==> src/uib_defines.svh <==
`ifndef UIB_DEFINES_SVH
`define UIB_DEFINES_SVH

// System clock rate in hertz (125 MHz, 0x7735940).
`define UIB_CLK_HZ 28'h7735940
// Oscillator rate in hertz (11.0592 MHz, 0xa8c000).
`define UIB_OSC_HZ 28'h0a8c000
// Accumulator threshold: a virtual oscillator period ends when the sum passes it.
`define UIB_ACC_STEP 28'h6ca9940

// Oscillator periods per bit tick; bit rate is Fosc/1152, /576, /192, /96 at 16 ticks.
`define UIB_DIV_9600 7'h48
`define UIB_DIV_19200 7'h24
`define UIB_DIV_57600 7'h0c
`define UIB_DIV_115200 7'h06

// Bit framing figures: bit ticks, then bit indices (UIB_LAST_DATA, UIB_STOP_INDEX).
`define UIB_LAST_TICK 4'hf
`define UIB_SAMPLE_TICK 4'h8
`define UIB_PULSE_FIRST 4'h7
`define UIB_PULSE_LAST 4'h9
`define UIB_RX_ZERO_TICKS 4'h3
`define UIB_LAST_DATA 4'h8
`define UIB_STOP_INDEX 4'h9

// Delays counted in oscillator periods.
`define UIB_POWER_UP_TIMER_TOSC 16'h0400
`define UIB_OST_TOSC 16'h0400
`define UIB_WAKE_TOSC 16'h0400

// Transmit buffer shape.
`define UIB_FIFO_WIDTH 8
`define UIB_FIFO_DEPTH 8

`endif

==> src/uib_pkg.sv <==
package uib_pkg;

  // Power and sequencing states of the device.
  typedef enum logic [2:0] {
    ST_POWER_UP_TIMER,
    ST_OST,
    ST_RUN,
    ST_SLEEP,
    ST_WAKE
  } uib_pwr_e;

  // State of one serial engine: framing position and shift register.
  typedef struct packed {
    logic active;
    logic [3:0] idx;
    logic [3:0] tick;
    logic [9:0] sh;
  } uib_ser_s;

endpackage
==> src/uib_codec.sv <==
// How it works
// - While nrst is low the block stays reset; afterwards the start sequence runs.
// - Power-up delay then oscillator start-up delay must finish before any traffic.
// - Bit tick is derived from the oscillator, sixteen ticks per serial bit.
// - Start and data bits use bit ticks; stop bit is timed only when transmitting.
// - rate_select picks 9600, 19200, 57600 or 115200 baud on the host port.
// - Host serial port is half duplex: never sending and receiving at once.
// - A zero bit gives ir_tx_out low 7 ticks, high 3, low 6.
// - A one bit keeps ir_tx_out low for all sixteen ticks.
// - Low on ir_rx_in in the first 3 ticks of a bit decodes a zero.
// - ir_rx_in high for the whole bit time decodes a one.
// - host_serial_out holds each bit level for all sixteen ticks.
// - Bytes go to the host only after full demodulation; host bytes go to IR.
// - Output streams may lag their inputs; no bit alignment is kept.
// - A low power_up_allow puts the device into a low-power disabled state.
// - On power_up_allow high, operation resumes after 1024 oscillator periods.
// - call_alert_line carries no ring indication; it is held high.
// - A low power_up_allow is acted on only in the normal disconnect (idle) state.
// - init_done_line is high once initialised, low otherwise.
`timescale 1ns/1ps
`default_nettype none
`include "uib_defines.svh"

module uib_codec #(
  parameter logic [15:0] POWER_UP_TIMER_TOSC = `UIB_POWER_UP_TIMER_TOSC,
  parameter logic [15:0] OST_TOSC = `UIB_OST_TOSC,
  parameter logic [15:0] WAKE_TOSC = `UIB_WAKE_TOSC
) (
  input wire logic clock,
  input wire logic nrst,
  input wire logic [1:0] rate_select,
  input wire logic host_serial_in,
  input wire logic ir_rx_in,
  input wire logic power_up_allow,
  output logic host_serial_out,
  output logic ir_tx_out,
  output logic init_done_line,
  output logic call_alert_line
);

  logic [4:0] sync1;
  logic [4:0] sync2;
  logic hs_in;
  logic ir_in;
  logic pa_in;
  logic [1:0] rate;
  logic [27:0] osc_acc;
  logic osc_tick;
  logic [6:0] div_cnt;
  logic [6:0] div_lim;
  logic bit_tick;
  uib_pkg::uib_pwr_e pwr_state;
  logic [15:0] wait_cnt;
  logic run;
  logic ndm_idle;
  uib_pkg::uib_ser_s hrx;
  uib_pkg::uib_ser_s htx;
  uib_pkg::uib_ser_s mod;
  uib_pkg::uib_ser_s dem;
  logic dem_zero;
  logic [7:0] hold_data;
  logic hold_valid;
  logic push_valid;
  logic [7:0] push_data;
  logic fifo_in_ready;
  logic fifo_out_valid;
  logic fifo_out_ready;
  logic [7:0] fifo_out_data;
  logic hrx_start;
  logic htx_start;
  logic mod_load;

  // All input pins but nrst are foreign to this clock, so each passes two flops before use.
  always_ff @(posedge clock or negedge nrst) begin
    if (!nrst) begin
      sync1 <= 5'h07;
      sync2 <= 5'h07;
    end else begin
      sync1 <= {rate_select, power_up_allow, ir_rx_in, host_serial_in};
      sync2 <= sync1;
    end
  end

  assign hs_in = sync2[0];
  assign ir_in = sync2[1];
  assign pa_in = sync2[2];
  assign rate = sync2[4:3];

  // Accumulator pulses once per 11.0592 MHz period; one clock of jitter is harmless.
  always_ff @(posedge clock or negedge nrst) begin
    if (!nrst) begin
      osc_acc <= 28'h0000000;
      osc_tick <= 1'b0;
    end else if (osc_acc >= `UIB_ACC_STEP) begin
      osc_acc <= osc_acc - `UIB_ACC_STEP;
      osc_tick <= 1'b1;
    end else begin
      osc_acc <= osc_acc + `UIB_OSC_HZ;
      osc_tick <= 1'b0;
    end
  end

  // Host baud rate from the rate pins, as oscillator periods per bit tick.
  always_comb begin
    case (rate)
      2'h0: div_lim = `UIB_DIV_9600;
      2'h1: div_lim = `UIB_DIV_19200;
      2'h2: div_lim = `UIB_DIV_57600;
      default: div_lim = `UIB_DIV_115200;
    endcase
  end

  // Bit tick divider; sixteen of these make one serial bit.
  always_ff @(posedge clock or negedge nrst) begin
    if (!nrst) begin
      div_cnt <= 7'h00;
      bit_tick <= 1'b0;
    end else if (osc_tick && div_cnt >= div_lim - 7'h01) begin
      div_cnt <= 7'h00;
      bit_tick <= 1'b1;
    end else begin
      if (osc_tick) div_cnt <= div_cnt + 7'h01;
      bit_tick <= 1'b0;
    end
  end

  assign run = (pwr_state == uib_pkg::ST_RUN);
  // Normal disconnect state: running with no character in flight anywhere.
  assign ndm_idle = run && !hrx.active && !htx.active && !mod.active && !dem.active &&
                    !hold_valid && !fifo_out_valid && !push_valid;

  // Start-up, sleep and wake sequencing, counted in oscillator periods.
  always_ff @(posedge clock or negedge nrst) begin
    if (!nrst) begin
      pwr_state <= uib_pkg::ST_POWER_UP_TIMER;
      wait_cnt <= 16'h0000;
    end else begin
      case (pwr_state)
        uib_pkg::ST_POWER_UP_TIMER: begin
          if (osc_tick && wait_cnt == POWER_UP_TIMER_TOSC - 16'h0001) begin
            pwr_state <= uib_pkg::ST_OST;
            wait_cnt <= 16'h0000;
          end else if (osc_tick) begin
            wait_cnt <= wait_cnt + 16'h0001;
          end
        end
        uib_pkg::ST_OST: begin
          if (osc_tick && wait_cnt == OST_TOSC - 16'h0001) begin
            pwr_state <= uib_pkg::ST_RUN;
            wait_cnt <= 16'h0000;
          end else if (osc_tick) begin
            wait_cnt <= wait_cnt + 16'h0001;
          end
        end
        uib_pkg::ST_RUN: begin
          if (ndm_idle && !pa_in) begin
            pwr_state <= uib_pkg::ST_SLEEP;
          end
        end
        uib_pkg::ST_SLEEP: begin
          if (pa_in) begin
            pwr_state <= uib_pkg::ST_WAKE;
            wait_cnt <= 16'h0000;
          end
        end
        uib_pkg::ST_WAKE: begin
          if (osc_tick && wait_cnt == WAKE_TOSC - 16'h0001) begin
            pwr_state <= uib_pkg::ST_RUN;
            wait_cnt <= 16'h0000;
          end else if (osc_tick) begin
            wait_cnt <= wait_cnt + 16'h0001;
          end
        end
        default: pwr_state <= uib_pkg::ST_POWER_UP_TIMER;
      endcase
    end
  end

  // Status pins; the ring line is a fixed high level with no behaviour.
  always_ff @(posedge clock or negedge nrst) begin
    if (!nrst) begin
      init_done_line <= 1'b0;
      call_alert_line <= 1'b1;
    end else begin
      init_done_line <= run;
      call_alert_line <= 1'b1;
    end
  end

  // Half duplex: the receiver starts only while the sender is idle and wins a tie.
  // The sender starts on a bit tick, so its start bit is a full sixteen ticks.
  assign hrx_start = run && !hrx.active && !htx.active && fifo_in_ready && !hs_in;
  assign htx_start = run && bit_tick && !htx.active && !hrx.active && !hrx_start &&
                     hold_valid;

  // Host receiver; a full buffer holds off start bits, the host's only back-pressure.
  always_ff @(posedge clock or negedge nrst) begin
    if (!nrst) begin
      hrx <= '0;
      push_valid <= 1'b0;
      push_data <= 8'h00;
    end else begin
      push_valid <= 1'b0;
      if (hrx_start) begin
        hrx.active <= 1'b1;
        hrx.idx <= 4'h0;
        hrx.tick <= 4'h0;
      end else if (hrx.active && bit_tick) begin
        hrx.tick <= hrx.tick + 4'h1;
        if (hrx.tick == `UIB_SAMPLE_TICK) begin
          if (hrx.idx == 4'h0 && hs_in) begin
            hrx.active <= 1'b0;
          end else if (hrx.idx == `UIB_STOP_INDEX) begin
            hrx.active <= 1'b0;
            push_valid <= hs_in;
            push_data <= hrx.sh[9:2];
          end else if (hrx.idx != 4'h0) begin
            hrx.sh <= {hs_in, hrx.sh[9:1]};
          end
        end
        if (hrx.tick == `UIB_LAST_TICK) hrx.idx <= hrx.idx + 4'h1;
      end
    end
  end

  // The buffer decouples host arrival from IR pacing, so IR output lags.
  uib_fifo #(
    .WIDTH(`UIB_FIFO_WIDTH),
    .DEPTH(`UIB_FIFO_DEPTH)
  ) u_fifo (
    .clock(clock),
    .nrst(nrst),
    .in_valid(push_valid),
    .in_ready(fifo_in_ready),
    .in_data(push_data),
    .out_valid(fifo_out_valid),
    .out_ready(fifo_out_ready),
    .out_data(fifo_out_data)
  );

  assign fifo_out_ready = run && !mod.active && bit_tick;
  assign mod_load = fifo_out_valid && fifo_out_ready;

  // IR modulator: loaded on a bit tick, so every bit, stop included, lasts sixteen ticks.
  always_ff @(posedge clock or negedge nrst) begin
    if (!nrst) begin
      mod <= '0;
    end else if (mod_load) begin
      mod.active <= 1'b1;
      mod.idx <= 4'h0;
      mod.tick <= 4'h0;
      mod.sh <= {1'b1, fifo_out_data, 1'b0};
    end else if (mod.active && bit_tick) begin
      mod.tick <= mod.tick + 4'h1;
      if (mod.tick == `UIB_LAST_TICK) begin
        mod.sh <= {1'b1, mod.sh[9:1]};
        mod.idx <= mod.idx + 4'h1;
        if (mod.idx == `UIB_STOP_INDEX) mod.active <= 1'b0;
      end
    end
  end

  // Pulse only in ticks 7 to 9 of a zero bit; a one bit stays dark.
  always_ff @(posedge clock or negedge nrst) begin
    if (!nrst) begin
      ir_tx_out <= 1'b0;
    end else begin
      ir_tx_out <= mod.active && !mod.sh[0] && mod.tick >= `UIB_PULSE_FIRST &&
                   mod.tick <= `UIB_PULSE_LAST;
    end
  end

  // IR demodulator: a falling edge opens the start window; a window is zero if the line
  // was low in its first three ticks. The byte is handed over without timing the stop.
  always_ff @(posedge clock or negedge nrst) begin
    if (!nrst) begin
      dem <= '0;
      dem_zero <= 1'b0;
      hold_valid <= 1'b0;
      hold_data <= 8'h00;
    end else begin
      if (htx_start) hold_valid <= 1'b0;
      if (run && !dem.active && !ir_in) begin
        dem.active <= 1'b1;
        dem.idx <= 4'h0;
        dem.tick <= 4'h0;
        dem_zero <= 1'b1;
      end else if (dem.active) begin
        if (!ir_in && dem.tick < `UIB_RX_ZERO_TICKS) dem_zero <= 1'b1;
        if (bit_tick) begin
          dem.tick <= dem.tick + 4'h1;
          if (dem.tick == `UIB_LAST_TICK) begin
            dem.idx <= dem.idx + 4'h1;
            dem_zero <= 1'b0;
            if (dem.idx != 4'h0) dem.sh <= {!dem_zero, dem.sh[9:1]};
            if (dem.idx == `UIB_LAST_DATA) begin
              dem.active <= 1'b0;
              hold_valid <= 1'b1;
              hold_data <= {!dem_zero, dem.sh[9:3]};
            end
          end
        end
      end
    end
  end

  // Host sender: a new byte that lands while one is held overwrites it.
  always_ff @(posedge clock or negedge nrst) begin
    if (!nrst) begin
      htx <= '0;
    end else if (htx_start) begin
      htx.active <= 1'b1;
      htx.idx <= 4'h0;
      htx.tick <= 4'h0;
      htx.sh <= {1'b1, hold_data, 1'b0};
    end else if (htx.active && bit_tick) begin
      htx.tick <= htx.tick + 4'h1;
      if (htx.tick == `UIB_LAST_TICK) begin
        htx.sh <= {1'b1, htx.sh[9:1]};
        htx.idx <= htx.idx + 4'h1;
        if (htx.idx == `UIB_STOP_INDEX) htx.active <= 1'b0;
      end
    end
  end

  // Line idles high and follows the shift register bit for a whole bit time.
  always_ff @(posedge clock or negedge nrst) begin
    if (!nrst) begin
      host_serial_out <= 1'b1;
    end else begin
      host_serial_out <= htx.active ? htx.sh[0] : 1'b1;
    end
  end
endmodule

`default_nettype wire

==> src/uib_fifo.sv <==
`timescale 1ns/1ps
`default_nettype none

module uib_fifo #(
  parameter int WIDTH = 8,
  parameter int DEPTH = 8
) (
  input wire logic clock,
  input wire logic nrst,
  input wire logic in_valid,
  output logic in_ready,
  input wire logic [WIDTH-1:0] in_data,
  output logic out_valid,
  input wire logic out_ready,
  output logic [WIDTH-1:0] out_data
);

  localparam int AW = $clog2(DEPTH);

  logic [WIDTH-1:0] mem [DEPTH];
  logic [AW-1:0] wr_ptr;
  logic [AW-1:0] rd_ptr;
  logic [AW:0] count;
  logic push;
  logic pop;

  // Full and empty come from the occupancy count, so they never lie.
  assign in_ready = (count != (AW+1)'(DEPTH));
  assign out_valid = (count != '0);
  assign push = in_valid && in_ready;
  assign pop = out_valid && out_ready;
  assign out_data = mem[rd_ptr];

  // Pointers wrap naturally because the depth is a power of two.
  always_ff @(posedge clock or negedge nrst) begin
    if (!nrst) begin
      wr_ptr <= '0;
      rd_ptr <= '0;
      count <= '0;
    end else begin
      if (push) wr_ptr <= wr_ptr + 1'b1;
      if (pop) rd_ptr <= rd_ptr + 1'b1;
      if (push && !pop) count <= count + 1'b1;
      else if (pop && !push) count <= count - 1'b1;
    end
  end

  // One storage word per entry, written when the write pointer selects it.
  for (genvar i = 0; i < DEPTH; i++) begin : g_entry
    always_ff @(posedge clock or negedge nrst) begin
      if (!nrst) mem[i] <= '0;
      else if (push && wr_ptr == AW'(i)) mem[i] <= in_data;
    end
  end

endmodule

`default_nettype wire

==> config.mk <==
export PLATFORM = sky130hd
export DESIGN_NAME = uib_codec
export DESIGN_NICKNAME = d
export VERILOG_FILES = /design/src/uib_pkg.sv /design/src/uib_codec.sv /design/src/uib_fifo.sv
export VERILOG_INCLUDE_DIRS = /design/src
export SDC_FILE = /design/constraint.sdc
export NUM_CORES = 1
export LEC_CHECK = 0
export BUFFER_PORTS_ARGS = -buffer_cell sky130_fd_sc_hd__buf_4
export CORE_MARGIN = 2
export CORE_UTILIZATION = 45
export CTS_BUF_LIST = sky130_fd_sc_hd__clkbuf_8
export CTS_CLUSTER_SIZE = 12
export DETAILED_ROUTE_END_ITERATION = 6
export PLACE_DENSITY = 0.66
export SYNTH_ARGS = -nofsm -noshare
export SYNTH_HDL_FRONTEND = slang
export SYNTH_SLANG_ARGS = --single-unit
==> constraint.sdc <==
create_clock -name clock -period 3.2 [get_ports clock]
set_input_delay 0.48 -clock clock [delete_from_list [all_inputs] [get_ports clock]]
set_output_delay 0.48 -clock clock [all_outputs]
set_load 0.01 [all_outputs]
==> run metrics <==
outcome=finished, final reports clean; hold buffer count at cts=0; Arr. time, crit path=3.06 ns; RSZ-0062 raised after global routing=false; Mapped Nets=982; yosys synthesis warning count=0; antenna-violating nets left=0; Synth Area in Simple Gates=0.120; Peak Freq=0.376 GHz; Storage cell area=0.00569 sq mm; post-layout min period=2.66 ns; syn avg cell area=11.7 sq um; DR WL met2=9450 microns; DR vias=6818; WL final=19700 microns; die height=159 microns; GR Overflow Total=0; post-synthesis mux area share=0.160; top cells by area, synth=dfrtp_1 51%, mux2_2 11%, ha_1 5.1%, mux4_2 3.3%, nor2_1 2.9%; Final Core Density=0.514; final setup violating endpoints=0; Adder-Cell Fraction of Synth Area=0.0525; CTS max path bufs=3; Max IR drop VDD=204 uV; Detailed Place HPWL=12800 microns; top_reg_cell synth=dfrtp_1; root buffer cell=clkbuf_8; antenna cell count=0; largest net degree at the start of global routing=106; compound-cell area share of the yosys netlist=0.0752; Core Box Area=0.0236 sq mm; Yosys top cell by area=dfrtp_1; io pins=11; Post-Place Cells=1237; Setup crit start kind=register; Slew HR=0.457; drt wl/cell=15.0 microns; largest family of logic cells by synthesized area=multiplexers; initial antenna violation count=0; die width=159 microns; initial DRC count=477; Clk pin slew, worst setup/hold paths=0.06 ns; worst skew pair latency=0.53 ns; pwr/cell area=465 mW/mm^2; register area share after synthesis=0.523; H-tree depth=2; max-slew violation count=0; global-route wire length before repair=34100 microns; Synth top cells by count=220 x dfrtp_1, 106 x mux2_2, 84 x nor2_1, 70 x nand2_1, 52 x o21ai_0; cell area after synthesis=0.0109 sq mm; GRT Util Overall=0.161; CTS tree=done; Setup CP Type=reg -> reg; final clock skew=0.0130 ns; Sink Count=227; Post-CTS Repair Setup Buffers=0; DRC=0; Leak=5.80 nW; reg2reg setup slack=0.54 ns; share of the synthesized area in the top cell type=0.506; vias in the first global route=6848; CTS resizes=0; EDFF count, synth=0; total CTS buffers=40; share of synthesized registers carrying an async set or reset=1.00; row cnt=56; CP required=3.60 ns; Synth cell types=68; routability congestion estimate=0.773; top-count cell post-synth=dfrtp_1; max-cap violations=0; Final period util=0.831; top layer in use=met4; Yosys reg bits=227; Initial Utilization=0.461; Crit. End Element=register; number of vias per cell=5.20; IO Port Bufs=9; Layout Area Growth over Synthesis=11.6%; hold crit path type=in -> async; multi-input combinational cell area=0.00490 sq mm; Final Non-Filler Cells=1311; final hold violation count=0; met1 WL=9190 microns; Worst Path Max Fanout=9; Post-Syn Instances=930; Fillers=2093; die area=0.0254 sq mm; XOR/XNOR Fraction of Synth Area=0.0419; setup TNS=0 ns; Final #Nets=1012; 1st-pass router iterations=4; measured slew at the worst slew-check pin=0.815 ns; routed length on met3=685 microns; share of cells above drive strength 1=0.235
path summary, 6_finish.rpt:
kind	endpoint	from	cells after the start
setup / recovery	u_fifo.count[3]	u_fifo.count[0]	11
hold / removal	wait_cnt[2]	nrst	1
setup reg to reg	u_fifo.count[3]	u_fifo.count[0]	11
hold reg to reg	sync2[4]	sync1[4]	0
max in group asynchronous	sync2[2]	nrst	2
min in group clock	sync1[0]	host_serial_in	1
area by class of cell:
class	count	area share
clock buffer	51	0.0579
timing repair buffer	20	0.0151
multi-input combinational	637	0.404
clock inverter	23	0.0103
sequential	227	0.469
tap	319	0.0329
inverter	34	0.0109
metal layers:
layer,track usage,vias up
li1,-,3345
met1,0.217,3345
met2,0.262,98
met3,0.0289,30
met4,0.0566,0
met5,0,-
critical path, stage by stage, from the launching register on:
cell      delay (ns)
dfrtp_1         0.45
nor4b_1         0.49
nand2b_1        0.24
inv_2           0.10
ha_1            0.23
inv_1           0.12
ha_1            0.24
a21o_1          0.17
a21oi_1         0.16
xnor2_1         0.13
nor2_1          0.06
xor2_1          0.14
kinds of logic after synthesis:
group	Yosys count
and+or+nand+nor	264
DFF	227
muxes	141
AOI/OAI and AO/OA	134
buffers and inverters	66
xor gates and xnor gates	52
adders and majority gates	45
other	1
where the power goes:
part / leakage, nW / switching, mW / internal (mW) / total [mW]
Sequential: 3.07 / 0.00882 / 2.89 / 2.89
Clock: 0.482 / 1.14 / 1.51 / 2.66
Combinational: 2.25 / 0.0686 / 0.0223 / 0.0908
per-stage QoR:
step                      power (mW)  setup WS [ns]  hold slack (ns)  instance area, sq um
after floorplan                 2.96          0.235            0.184                 10900
after global placement          3.04          0.559            0.333                 11300
after detailed placement        3.04          0.542            0.335                 11300
after CTS                       5.75          0.531           0.0133                 12100
after global routing            5.91          0.328           0.0302                 12100
final                           5.64          0.542           0.0107                 12100
cells in the final DEF, fill, tap and decap left out, types with 5 or more instances in the layout:
master and n:
nand2b_1 10, nor3_1 8, buf_4 17, xnor2_1 25
xor2_1 27, o21ai_0 52, o31ai_1 11, nand2_1 70
clkbuf_8 51, nand4_1 10, nor2_1 84, mux2_2 106
mux4_2 16, dfstp_2 7, and3_1 14, nor3b_1 5
a21o_1 8, a21oi_1 32, dfrtp_1 220, ha_1 44
nand3_1 21, mux2i_1 19, or3_1 5, inv_1 48
registers in the layout, indices dropped and copies added, names as in the netlist, 7 cells and up:
name / cells
div_cnt: 7
mod: 19
u_fifo.mem: 64
osc_acc: 22
wait_cnt: 16
hold_data: 8
dem: 16
push_data: 8
htx: 19
hrx: 17
(Power assumes the default switching activity.)
